==> src/rtl/eirq_pkg.sv <==
package eirq_pkg;
	localparam logic [11:0] ADDR_CTRL   = 12'h000;
	localparam logic [11:0] ADDR_PEND   = 12'h004;
	localparam logic [11:0] ADDR_VECTOR = 12'h008;
	localparam int          CTRL_LE     = 0;
	localparam int          CTRL_MOD    = 1;
	localparam int          CTRL_PE     = 4;
	localparam int          CTRL_EDG    = 5;
	localparam int          CTRL_PDD    = 6;
	localparam int          CTRL_ACK    = 2;
	localparam int          STAT_FLAG   = 3;
	localparam int          STAT_LEVEL  = 7;
	localparam logic [7:0]  CTRL_RESET  = 8'h00;
	localparam logic [4:0]  VEC_RESET   = 5'h00;
	localparam logic [4:0]  VEC_SWI     = 5'h01;
	localparam logic [4:0]  VEC_LVD     = 5'h02;
	localparam logic [4:0]  VEC_PIN     = 5'h03;
	localparam int          VEC_HW_TOP  = 23;
	localparam logic [15:0] VEC_TABLE_TOP = 16'hfffe;
	typedef struct packed {
		logic pull_device_disable;
		logic pin_polarity_select;
		logic pin_request_function_enable;
		logic edge_level_mode_select;
		logic pin_request_local_enable;
	} eirq_ctrl_s;
	typedef struct packed {
		logic        valid;
		logic [4:0]  number;
		logic [15:0] addr_high;
		logic [15:0] addr_low;
	} eirq_vec_s;
	typedef enum logic [1:0] {
		RS_IDLE = 2'b00,
		RS_WRSP = 2'b01,
		RS_RRSP = 2'b10
	} eirq_bus_e;
endpackage

==> src/rtl/eirq_ctrl.sv <==
`timescale 1ns/10ps
`default_nettype none
module eirq_ctrl
	import eirq_pkg::*;
(
	input  wire logic        aclk,
	input  wire logic        aresetn,
	// axi4-lite write channels
	input  wire logic        s_axi_awvalid,
	output logic             s_axi_awready,
	input  wire logic [11:0] s_axi_awaddr,
	input  wire logic        s_axi_wvalid,
	output logic             s_axi_wready,
	input  wire logic [31:0] s_axi_wdata,
	input  wire logic [3:0]  s_axi_wstrb,
	output logic             s_axi_bvalid,
	input  wire logic        s_axi_bready,
	output logic [1:0]       s_axi_bresp,
	// axi4-lite read channels
	input  wire logic        s_axi_arvalid,
	output logic             s_axi_arready,
	input  wire logic [11:0] s_axi_araddr,
	output logic             s_axi_rvalid,
	input  wire logic        s_axi_rready,
	output logic [31:0]      s_axi_rdata,
	output logic [1:0]       s_axi_rresp,
	// request pin and its pull devices
	input  wire logic        irq_pin_in,
	output logic             pull_up_en,
	output logic             pull_down_en,
	output logic             pin_level,
	// stop-mode wake
	input  wire logic        stop_mode,
	output logic             stop_wake,
	// other sources and the cpu side
	input  wire logic [31:0] src_req,
	input  wire logic        global_mask,
	output logic             cpu_irq,
	output eirq_vec_s        vec_out
);
	// ------------------------------------------------------------
	// pin synchroniser and detection
	// ------------------------------------------------------------
	// prev_q is a third stage kept only for the edge compare
	logic       sync1_q, sync2_q, prev_q, flag_q, flag_d;
	logic       ack_pulse;
	eirq_ctrl_s ctrl_q, ctrl_d;
	logic       asserted, prev_asserted, edge_hit;

	// pin level reaches logic only through two flops, except the unclocked stop_wake path
	always_ff @(posedge aclk)
	begin
		if (!aresetn)
		begin
			// all stages equal after reset, so no false edge follows it
			sync1_q <= 1'b1;
			sync2_q <= 1'b1;
			prev_q  <= 1'b1;
		end
		else
		begin
			sync1_q <= irq_pin_in;
			sync2_q <= sync1_q;
			prev_q  <= sync2_q;
		end
	end

	// polarity maps the raw level onto asserted
	always_comb
	begin
		asserted      = ctrl_q.pin_polarity_select ? sync2_q : ~sync2_q;
		prev_asserted = ctrl_q.pin_polarity_select ? prev_q : ~prev_q;
		edge_hit      = ctrl_q.pin_request_function_enable & asserted & ~prev_asserted;
	end

	// flag: set beats clear, level mode blocks the clear while the pin is asserted
	always_comb
	begin
		flag_d = flag_q;
		if (ack_pulse && !(ctrl_q.edge_level_mode_select && asserted && ctrl_q.pin_request_function_enable))
			flag_d = 1'b0;
		if (edge_hit)
			flag_d = 1'b1;
		if (ctrl_q.pin_request_function_enable && ctrl_q.edge_level_mode_select && asserted)
			flag_d = 1'b1;
		if (!ctrl_q.pin_request_function_enable)
			flag_d = flag_q & ~ack_pulse;
	end

	// a single flag bit means repeats cannot queue
	always_ff @(posedge aclk)
	begin
		if (!aresetn)
			flag_q <= 1'b0;
		else
			flag_q <= flag_d;
	end

	// pull device opposite to asserted polarity
	always_comb
	begin
		pull_up_en   = ctrl_q.pin_request_function_enable & ~ctrl_q.pull_device_disable
			& ~ctrl_q.pin_polarity_select;
		pull_down_en = ctrl_q.pin_request_function_enable & ~ctrl_q.pull_device_disable
			& ctrl_q.pin_polarity_select;
		// level reads zero when the pin is not the request input
		pin_level    = ctrl_q.pin_request_function_enable & sync2_q;
	end

	// unclocked wake: clocks may be halted in stop, so no flop here
	assign stop_wake = stop_mode & ctrl_q.pin_request_function_enable
		& (ctrl_q.pin_polarity_select ? irq_pin_in : ~irq_pin_in);

	// ------------------------------------------------------------
	// priority vector selection
	// ------------------------------------------------------------
	logic [31:0] pend;
	eirq_vec_s   vec_d, vec_q;

	// lowest number wins
	function automatic logic [4:0] first_set(input logic [31:0] v);
		logic [4:0] n;
		n = 5'h1f;
		for (int i = 31; i >= 0; i--)
			if (v[i])
				n = i[4:0];
		return n;
	endfunction

	// gather pending sources and pick the winner
	always_comb
	begin
		// upper vectors are user space; the pin slot comes from the flag
		pend = src_req;
		pend[31:VEC_HW_TOP+1] = '0;
		pend[VEC_PIN] = flag_q & ctrl_q.pin_request_local_enable;
		vec_d.valid   = (pend[0] | ~global_mask) & (|pend);
		vec_d.number  = first_set(pend);
		vec_d.addr_high = VEC_TABLE_TOP - {10'h000, vec_d.number, 1'b0};
		vec_d.addr_low  = vec_d.addr_high + 16'h0001;
	end

	// registered so the cpu sees a settled vector
	always_ff @(posedge aclk)
	begin
		if (!aresetn)
			vec_q <= '0;
		else
			vec_q <= vec_d;
	end
	// cpu request follows the registered vector
	assign vec_out = vec_q;
	assign cpu_irq = vec_q.valid;

	// ------------------------------------------------------------
	// axi4-lite slave
	// ------------------------------------------------------------
	eirq_bus_e   st_q, st_d;
	logic        aw_q, aw_d, w_q, w_d;
	logic [11:0] awa_q, awa_d;
	logic [31:0] wd_q, wd_d, rd_q, rd_d;
	logic [1:0]  resp_q, resp_d;
	logic        ack_d, ack_q;
	logic        ws_q, ws_d;

	// one decode for both directions so reads and writes refuse the same offsets
	function automatic logic is_mapped(input logic [11:0] a);
		return (a == ADDR_CTRL) || (a == ADDR_PEND) || (a == ADDR_VECTOR);
	endfunction

	// handshake outputs straight from state, except arready, which also takes awvalid

	assign s_axi_awready = (st_q == RS_IDLE) & ~aw_q;
	assign s_axi_wready  = (st_q == RS_IDLE) & ~w_q;
	assign s_axi_arready = (st_q == RS_IDLE) & ~aw_q & ~w_q & ~s_axi_awvalid;
	assign s_axi_bvalid  = (st_q == RS_WRSP);
	assign s_axi_rvalid  = (st_q == RS_RRSP);
	assign s_axi_bresp   = resp_q;
	assign s_axi_rresp   = resp_q;
	assign s_axi_rdata   = rd_q;
	assign ack_pulse     = ack_q;

	// ------------------------------------------------------------
	// register decode
	// ------------------------------------------------------------
	// address and data taken in either order; writes win over reads
	always_comb
	begin
		st_d   = st_q;
		aw_d   = aw_q;
		w_d    = w_q;
		awa_d  = awa_q;
		wd_d   = wd_q;
		ws_d   = ws_q;
		rd_d   = rd_q;
		resp_d = resp_q;
		ctrl_d = ctrl_q;
		ack_d  = 1'b0;
		case (st_q)
			RS_IDLE:
			begin
				// either half may come first; each is held until both are in
				if (s_axi_awvalid && s_axi_awready)
				begin
					aw_d  = 1'b1;
					awa_d = s_axi_awaddr;
				end
				if (s_axi_wvalid && s_axi_wready)
				begin
					w_d  = 1'b1;
					wd_d = s_axi_wdata;
					ws_d = s_axi_wstrb[0];
				end
				// commit one cycle after both halves are held
				if (aw_q && w_q)
				begin
					aw_d   = 1'b0;
					w_d    = 1'b0;
					st_d   = RS_WRSP;
					resp_d = 2'b00;
					// every control bit sits in byte lane 0, so its strobe gates the write
					if (awa_q == ADDR_CTRL && ws_q)
					begin
						if (wd_q[CTRL_ACK])
							ack_d = 1'b1;
						ctrl_d.pull_device_disable         = wd_q[CTRL_PDD];
						ctrl_d.pin_polarity_select         = wd_q[CTRL_EDG];
						ctrl_d.pin_request_function_enable = wd_q[CTRL_PE];
						ctrl_d.edge_level_mode_select      = wd_q[CTRL_MOD];
						ctrl_d.pin_request_local_enable    = wd_q[CTRL_LE];
					end
					else if (!is_mapped(awa_q))
						resp_d = 2'b10;
				end
				// read data is registered, so rvalid follows ar by one cycle
				else if (s_axi_arvalid && s_axi_arready)
				begin
					st_d   = RS_RRSP;
					resp_d = is_mapped(s_axi_araddr) ? 2'b00 : 2'b10;
					rd_d   = '0;
					case (s_axi_araddr)
						ADDR_CTRL:
						begin
							rd_d[CTRL_PDD]   = ctrl_q.pull_device_disable;
							rd_d[CTRL_EDG]   = ctrl_q.pin_polarity_select;
							rd_d[CTRL_PE]    = ctrl_q.pin_request_function_enable;
							rd_d[CTRL_MOD]   = ctrl_q.edge_level_mode_select;
							rd_d[CTRL_LE]    = ctrl_q.pin_request_local_enable;
							rd_d[STAT_FLAG]  = flag_q;
							rd_d[STAT_LEVEL] = pin_level;
						end
						ADDR_PEND:   rd_d = pend;
						ADDR_VECTOR: rd_d = {vec_q.valid, 10'h000, vec_q.number, vec_q.addr_high};
						default:     rd_d = '0;
					endcase
				end
			end
			// responses stand until the master takes them
			RS_WRSP:
			begin
				if (s_axi_bready)
					st_d = RS_IDLE;
			end
			RS_RRSP:
			begin
				if (s_axi_rready)
					st_d = RS_IDLE;
			end
			default: st_d = RS_IDLE;
		endcase
	end

	// one register stage for the whole slave; reset returns it to idle
	always_ff @(posedge aclk)
	begin
		if (!aresetn)
		begin
			st_q   <= RS_IDLE;
			aw_q   <= 1'b0;
			w_q    <= 1'b0;
			awa_q  <= '0;
			wd_q   <= '0;
			ws_q   <= 1'b0;
			rd_q   <= '0;
			resp_q <= 2'b00;
			ctrl_q <= eirq_ctrl_s'(CTRL_RESET[4:0]);
			ack_q  <= 1'b0;
		end
		else
		begin
			st_q   <= st_d;
			aw_q   <= aw_d;
			w_q    <= w_d;
			awa_q  <= awa_d;
			wd_q   <= wd_d;
			ws_q   <= ws_d;
			rd_q   <= rd_d;
			resp_q <= resp_d;
			ctrl_q <= ctrl_d;
			ack_q  <= ack_d;
		end
	end
endmodule
`default_nettype wire

==> config.mk <==
export PLATFORM = sky130hd
export DESIGN_NAME = eirq_ctrl
export DESIGN_NICKNAME = d
export VERILOG_FILES = /design/src/rtl/eirq_pkg.sv /design/src/rtl/eirq_ctrl.sv
export SDC_FILE = /design/constraint.sdc
export NUM_CORES = 1
export LEC_CHECK = 0
export BUFFER_PORTS_ARGS = -buffer_cell sky130_fd_sc_hd__buf_2
export CAP_MARGIN = 20
export CORE_MARGIN = 1.5
export CORE_UTILIZATION = 41
export DETAILED_ROUTE_END_ITERATION = 12
export PLACE_DENSITY = 0.83
export SYNTH_ARGS = -nofsm -noshare
export SYNTH_HDL_FRONTEND = slang
export SYNTH_SLANG_ARGS = --single-unit
==> constraint.sdc <==
create_clock -name aclk -period 1.7 [get_ports aclk]
set_input_delay 0.085 -clock aclk [delete_from_list [all_inputs] [get_ports aclk]]
set_output_delay 0.085 -clock aclk [all_outputs]
set_load 0.1 [all_outputs]
[Word-level counts from Yosys, hierarchy flattened]
Cells that the tools add are included.
Word-level totals
  bits in registers: 98
  bits of input ports: 102
  output and inout bits: 84
  word-level logic and storage cells: 143
Operators by class
  add/sub/neg operators: 2
  equal/unequal tests: 10
  multiplexer cells: 50
  bitwise gates (word level): 28
  reductions and logical operators: 31
Operator list (number)
  2-to-1 mux 5 bit: 23
  one-hot mux 24 bit (2 select lines): 1
  equality test 12 x 3 -> 1 bit, second input constant: 2
  equality test 12 x 4 -> 1 bit, second input constant: 2
  logical NOT 12 bit: 2
  OR reduction 24 bit: 1
  2-to-1 mux 2 bit: 9
  bitwise AND 1 bit: 15
  one-hot mux 5 bit (3 select lines): 1
  2-to-1 mux 1 bit: 12
  NOT 1 bit: 12
  one-hot mux 2 bit (3 select lines): 2
  logical AND 1 bit: 10
  AND reduction 2 bit: 5
  adder 8 x 2 -> 9 bit, second input constant: 1
  AND reduction 3 bit: 3
  subtractor 2 x 7 -> 8 bit, first input constant: 1
  nonzero test 2 bit: 3
  logical OR 1 bit: 4
  2-to-1 mux 4 bit: 1
  != test 2 x 1 -> 1 bit, second input constant: 2
  != test 4 x 1 -> 1 bit, second input constant: 1
  AND reduction 4 bit: 1
  != test 3 x 1 -> 1 bit, second input constant: 1
  other kinds (6): 6

[Longest topological paths before layout]
  depth after elaboration: 26
  depth in mapped cells: 6
  mapped depth without buffers: 4

[Least setup slack after synthesis]
OpenSTA, ideal clock, no wires.
  path kind: register to register
  start point: register aw_q
  end point: register awa_q[2]
  library setup time: 132 ps
  arrival time: 3276 ps
  required time: 1568 ps
  path slack: -1708 ps
  stages on the path, launching flop included: 6
  buffers on the path: 1
  period minus slack after synthesis: 3408 ps
  cell sequence: dfxtp_1 nor3_1 nand2_1 clkbuf_1 nand2_1 a21oi_1
On the way
  word-level cells in the longest chain between the ends: 4
RTL lines
  from (decl): RTL line eirq_ctrl.sv:159  | logic aw_q, aw_d, w_q, w_d;
  from (signal assigned): RTL line eirq_ctrl.sv:292  | aw_q <= aw_d;
  NOT 1 bit: RTL line eirq_ctrl.sv:173  | assign s_axi_awready = (st_q == RS_IDLE) & ~aw_q;
  bitwise AND 1 bit: RTL line eirq_ctrl.sv:173
  net s_axi_awready: RTL line eirq_ctrl.sv:10  | output logic s_axi_awready,
  logical AND 1 bit: RTL line eirq_ctrl.sv:203  | if (s_axi_awvalid && s_axi_awready)
  AND reduction 2 bit (no source line)
  to (signal assigned): RTL line eirq_ctrl.sv:294  | awa_q <= awa_d;
  to (decl): RTL line eirq_ctrl.sv:160  | logic [11:0] awa_q, awa_d;
The timed path passes the listed nets, and every way through them passes these cells.
A chain may end at the register's enable or synchronous reset.

[Worst setup path in the final report]
  start point: register ctrl_q[3] (netlist bit)
  end point: output port pull_down_en
On the way
  word-level cells in the longest chain between the ends: 1
RTL lines
  from (decl): RTL line eirq_ctrl.sv:47  | eirq_ctrl_s ctrl_q, ctrl_d;
  from (signal assigned): RTL line eirq_ctrl.sv:286  | ctrl_q <= eirq_ctrl_s'(CTRL_RESET[4:0]);
  from (signal assigned): RTL line eirq_ctrl.sv:299  | ctrl_q <= ctrl_d;
  bitwise AND 1 bit: RTL line eirq_ctrl.sv:105  | & ctrl_q.pin_polarity_select;
  to (decl): RTL line eirq_ctrl.sv:30  | output logic pull_down_en,
No other way between the ends.

==> results.toml <==
[timing]
fin_ws_ns = 0.04481
fin_crit_sh_pct = 97.36
fin_crit_ns = 1.655
max_slew_margin_pct = 55.94
drv_slew = 0
hold_viol = 0
clock_skew_ns = 0.01503
worst_slew_pin_slew_ns = 0.6602
fmax_mhz = 604.2
rsz0062_at_grt = "false"
finalSetupViolCount = 0
fin_tns_setup_ns = 0

[routing]
firstDrtPassIters = 5
via_per_inst = 5.268
wl_met1_um = 4130
top_layer_used = "met4"
drt_iter0_drc = 239
drc = 0
vias = 3503
route.met3.wl_um = 622
antenna_left = 0
avgRoutedWirePerCell_um = 14.77
drt-total-wl_um = 9820
met2_length_um = 4867

[power]
leakage_nw = 2.037
power.total_w = 0.004542
peakVddDrop_uv = 638.8
power_per_cell_area_nw_per_um2 = 983.5

[synth]
syn-mean-instance-area_um2 = 8.223
syn-cell-area_um2 = 3437
synth_edf_count = 0
ys_ff_latch = 71
synthDistinctLibCells = 57
synth-seq-area-share_pct = 41.35
async_flop_share_pct = 0
synthCells = 418
yosys_warnings = 0
synthFlopType = "dfxtp_1"

[place]
pre_cts_ws_ns = -0.04773
placed_area_um2 = 4170
gp_congestion = 0.8756
dp_hpwl_um = 6936
port_buffers = 137

[clocking]
cts_buffer_depth = 2
clk_pin_slew_ns = 0.08
cts_made_buffers = 9
clk_latency_ns = 0.36
h-tree-depth = 3
clock_sinks = 71
cts_tree = "built"
cts-root-buf = "clkbuf_8"

[setup_path]
r2r_slack_ns = 0.06
path_max_fanout = 7
worstSetupPathType = "reg -> out"
endpoint_kind = "output port"
crit_required_ns = 1.62
startpoint_type = "register"
rr_worst_depth = 6
worstPathArrival_ns = 1.57
r2r_start = "st_q[0]"
r2r_end = "ctrl_q[0]"

[global_route]
antenna_found_initial = 0
grt_start_max_net_pins = 28
grt_pass1_vias = 3191
grt.overflow.total = 0
grt_pass1_wl_um = 15180
grtUsageTotal_pct = 21.78

[die]
fp.dieArea_um2 = 8942
pin_count = 186
rows = 33
start_util_pct = 42.04
die_w_um = 94.56
coreArea_um2 = 8175
die_h_um = 94.56

[worst_hold_path]
hold_end = "s_axi_rdata[15]"
hold_depth = 3
min-delay-start = "src_req[15]"
hp-class = "in -> reg"

[cells_and_area]
drive_gt1_share_pct = 37.14
nets = 657
design_area_um2 = 4618
regArea_um2 = 1428
area_delta_synth_final_pct = 34.36
fillerInstances = 714
antenna_cells = 0
multiInputGateArea_um2 = 1714

[run]
cap_violations = 0

[run_status]
outcome = "finished, final reports clean"
## worst max path at each step
| stage | start | to | cells past startpoint |
|---|---|---|---|
| 2_1_floorplan | st_q[1] | s_axi_rdata[4] | 5 |
| 3_3_place_gp | s_axi_araddr[7] | s_axi_rdata[15] | 6 |
| 3_5_place_dp | s_axi_araddr[7] | s_axi_rdata[11] | 6 |
| 4_1_cts | st_q[0] | ctrl_q[4] | 4 |
| 5_1_grt | ctrl_q[3] | pull_down_en | 2 |
| 6_report | ctrl_q[3] | pull_down_en | 2 |
## metal layers
| metal | up-vias | track usage [%] |
|---|---|---|
| met5 | - | 0 |
| met4 | 0 | 9.577 |
| li1 | 1692 | - |
| met1 | 1642 | 26.94 |
| met3 | 19 | 4.187 |
| met2 | 150 | 36.69 |
## power breakdown
| part | internal (W) | switching [W] | leakage (nW) | total, W |
|---|---|---|---|---|
| combinational | 0.000315 | 0.00104 | 1.36 | 0.00135 |
| sequential | 0.00174 | 0.0000565 | 0.581 | 0.00180 |
| clock | 0.000723 | 0.000672 | 0.0990 | 0.00139 |
## layout make-up
| cell class | instances | area share [%] |
|---|---|---|
| inverters | 8 | 0.6502 |
| well taps | 105 | 2.845 |
| clock buffers | 10 | 2.980 |
| multi-input cells | 288 | 37.12 |
| clock inverters | 6 | 1.490 |
| repair buffers | 177 | 24.00 |
| flip-flops and latches | 71 | 30.91 |
## worst max-delay path, stage by stage (launching register included)
cell and delay (ns):
dfxtp_1 0.57, and3b_1 0.23, buf_2 0.42
## per-stage QoR
stage                     util [%]  hold WS (ns)  cells
after global routing         56.49       0.01655    665
after detailed placement     51.01        0.3023    627
after floorplan                  -        0.1127    427
after CTS                    56.17      0.008771    664
final                        56.49       0.01220    665
after global placement       51.01        0.2955    627
## flip-flops by register name (all words and copies together), names as in the netlist
name         cells
ack_pulse        1
aw_q             1
awa_q           12
cpu_irq          1
ctrl_q           5
flag_q           1
prev_q           1
s_axi_bresp      1
s_axi_rdata     25
st_q             2
sync1_q          1
sync2_q          1
vec_out         11
w_q              1
wd_q             6
ws_q             1
## kinds of logic after synthesis
logic type	share of synthesized area (%)
DFF	41.35
AOI/OAI and AO/OA	18.02
and+or+nand+nor	24.83
other	0.1091
buffers and inverters	13.10
xor gates and xnor gates	0.7646
muxes	1.820
## placed cells by master, fill, tap and decap left out, types with 8 or more instances in the layout
| cell | count |
|---|---|
| o21ai_0 | 9 |
| clkbuf_8 | 10 |
| dlygate4sd3_1 | 21 |
| nand4_1 | 8 |
| nand2_1 | 65 |
| inv_1 | 8 |
| nor2_1 | 16 |
| nand3_1 | 16 |
| a21oi_1 | 55 |
| o21ai_1 | 12 |
| nand2b_1 | 9 |
| conb_1 | 10 |
| dfxtp_1 | 68 |
| buf_2 | 134 |
| nand3_2 | 10 |
| buf_4 | 17 |
## cell usage after synthesis (6+ instances only)
library cell  number  area, µm²
and2_1             6      37.54
o21ai_0           17      85.08
nand2_1           66      247.7
nand3_1           26      130.1
nand2b_1           9      56.30
a22o_1             6      52.55
clkbuf_1          12      45.04
nor2_1            16      60.06
buf_4             38      285.3
inv_1              8      30.03
a21oi_1           56      280.3
dfxtp_1           71       1421
nor3_1             6      30.03
nand4_1            8      50.05
## timing repair
| action | CTS | global route |
|---|---|---|
| endpoints found under the hold margin | 21 | 0 |
| pin swaps | 0 | 1 |
| setup buffers | 0 | 1 |
| endpoints found under the setup margin | 2 | 16 |
| hold buffers | 21 | 0 |
| resized for setup | 2 | 4 |
(Power assumes the default switching activity.)
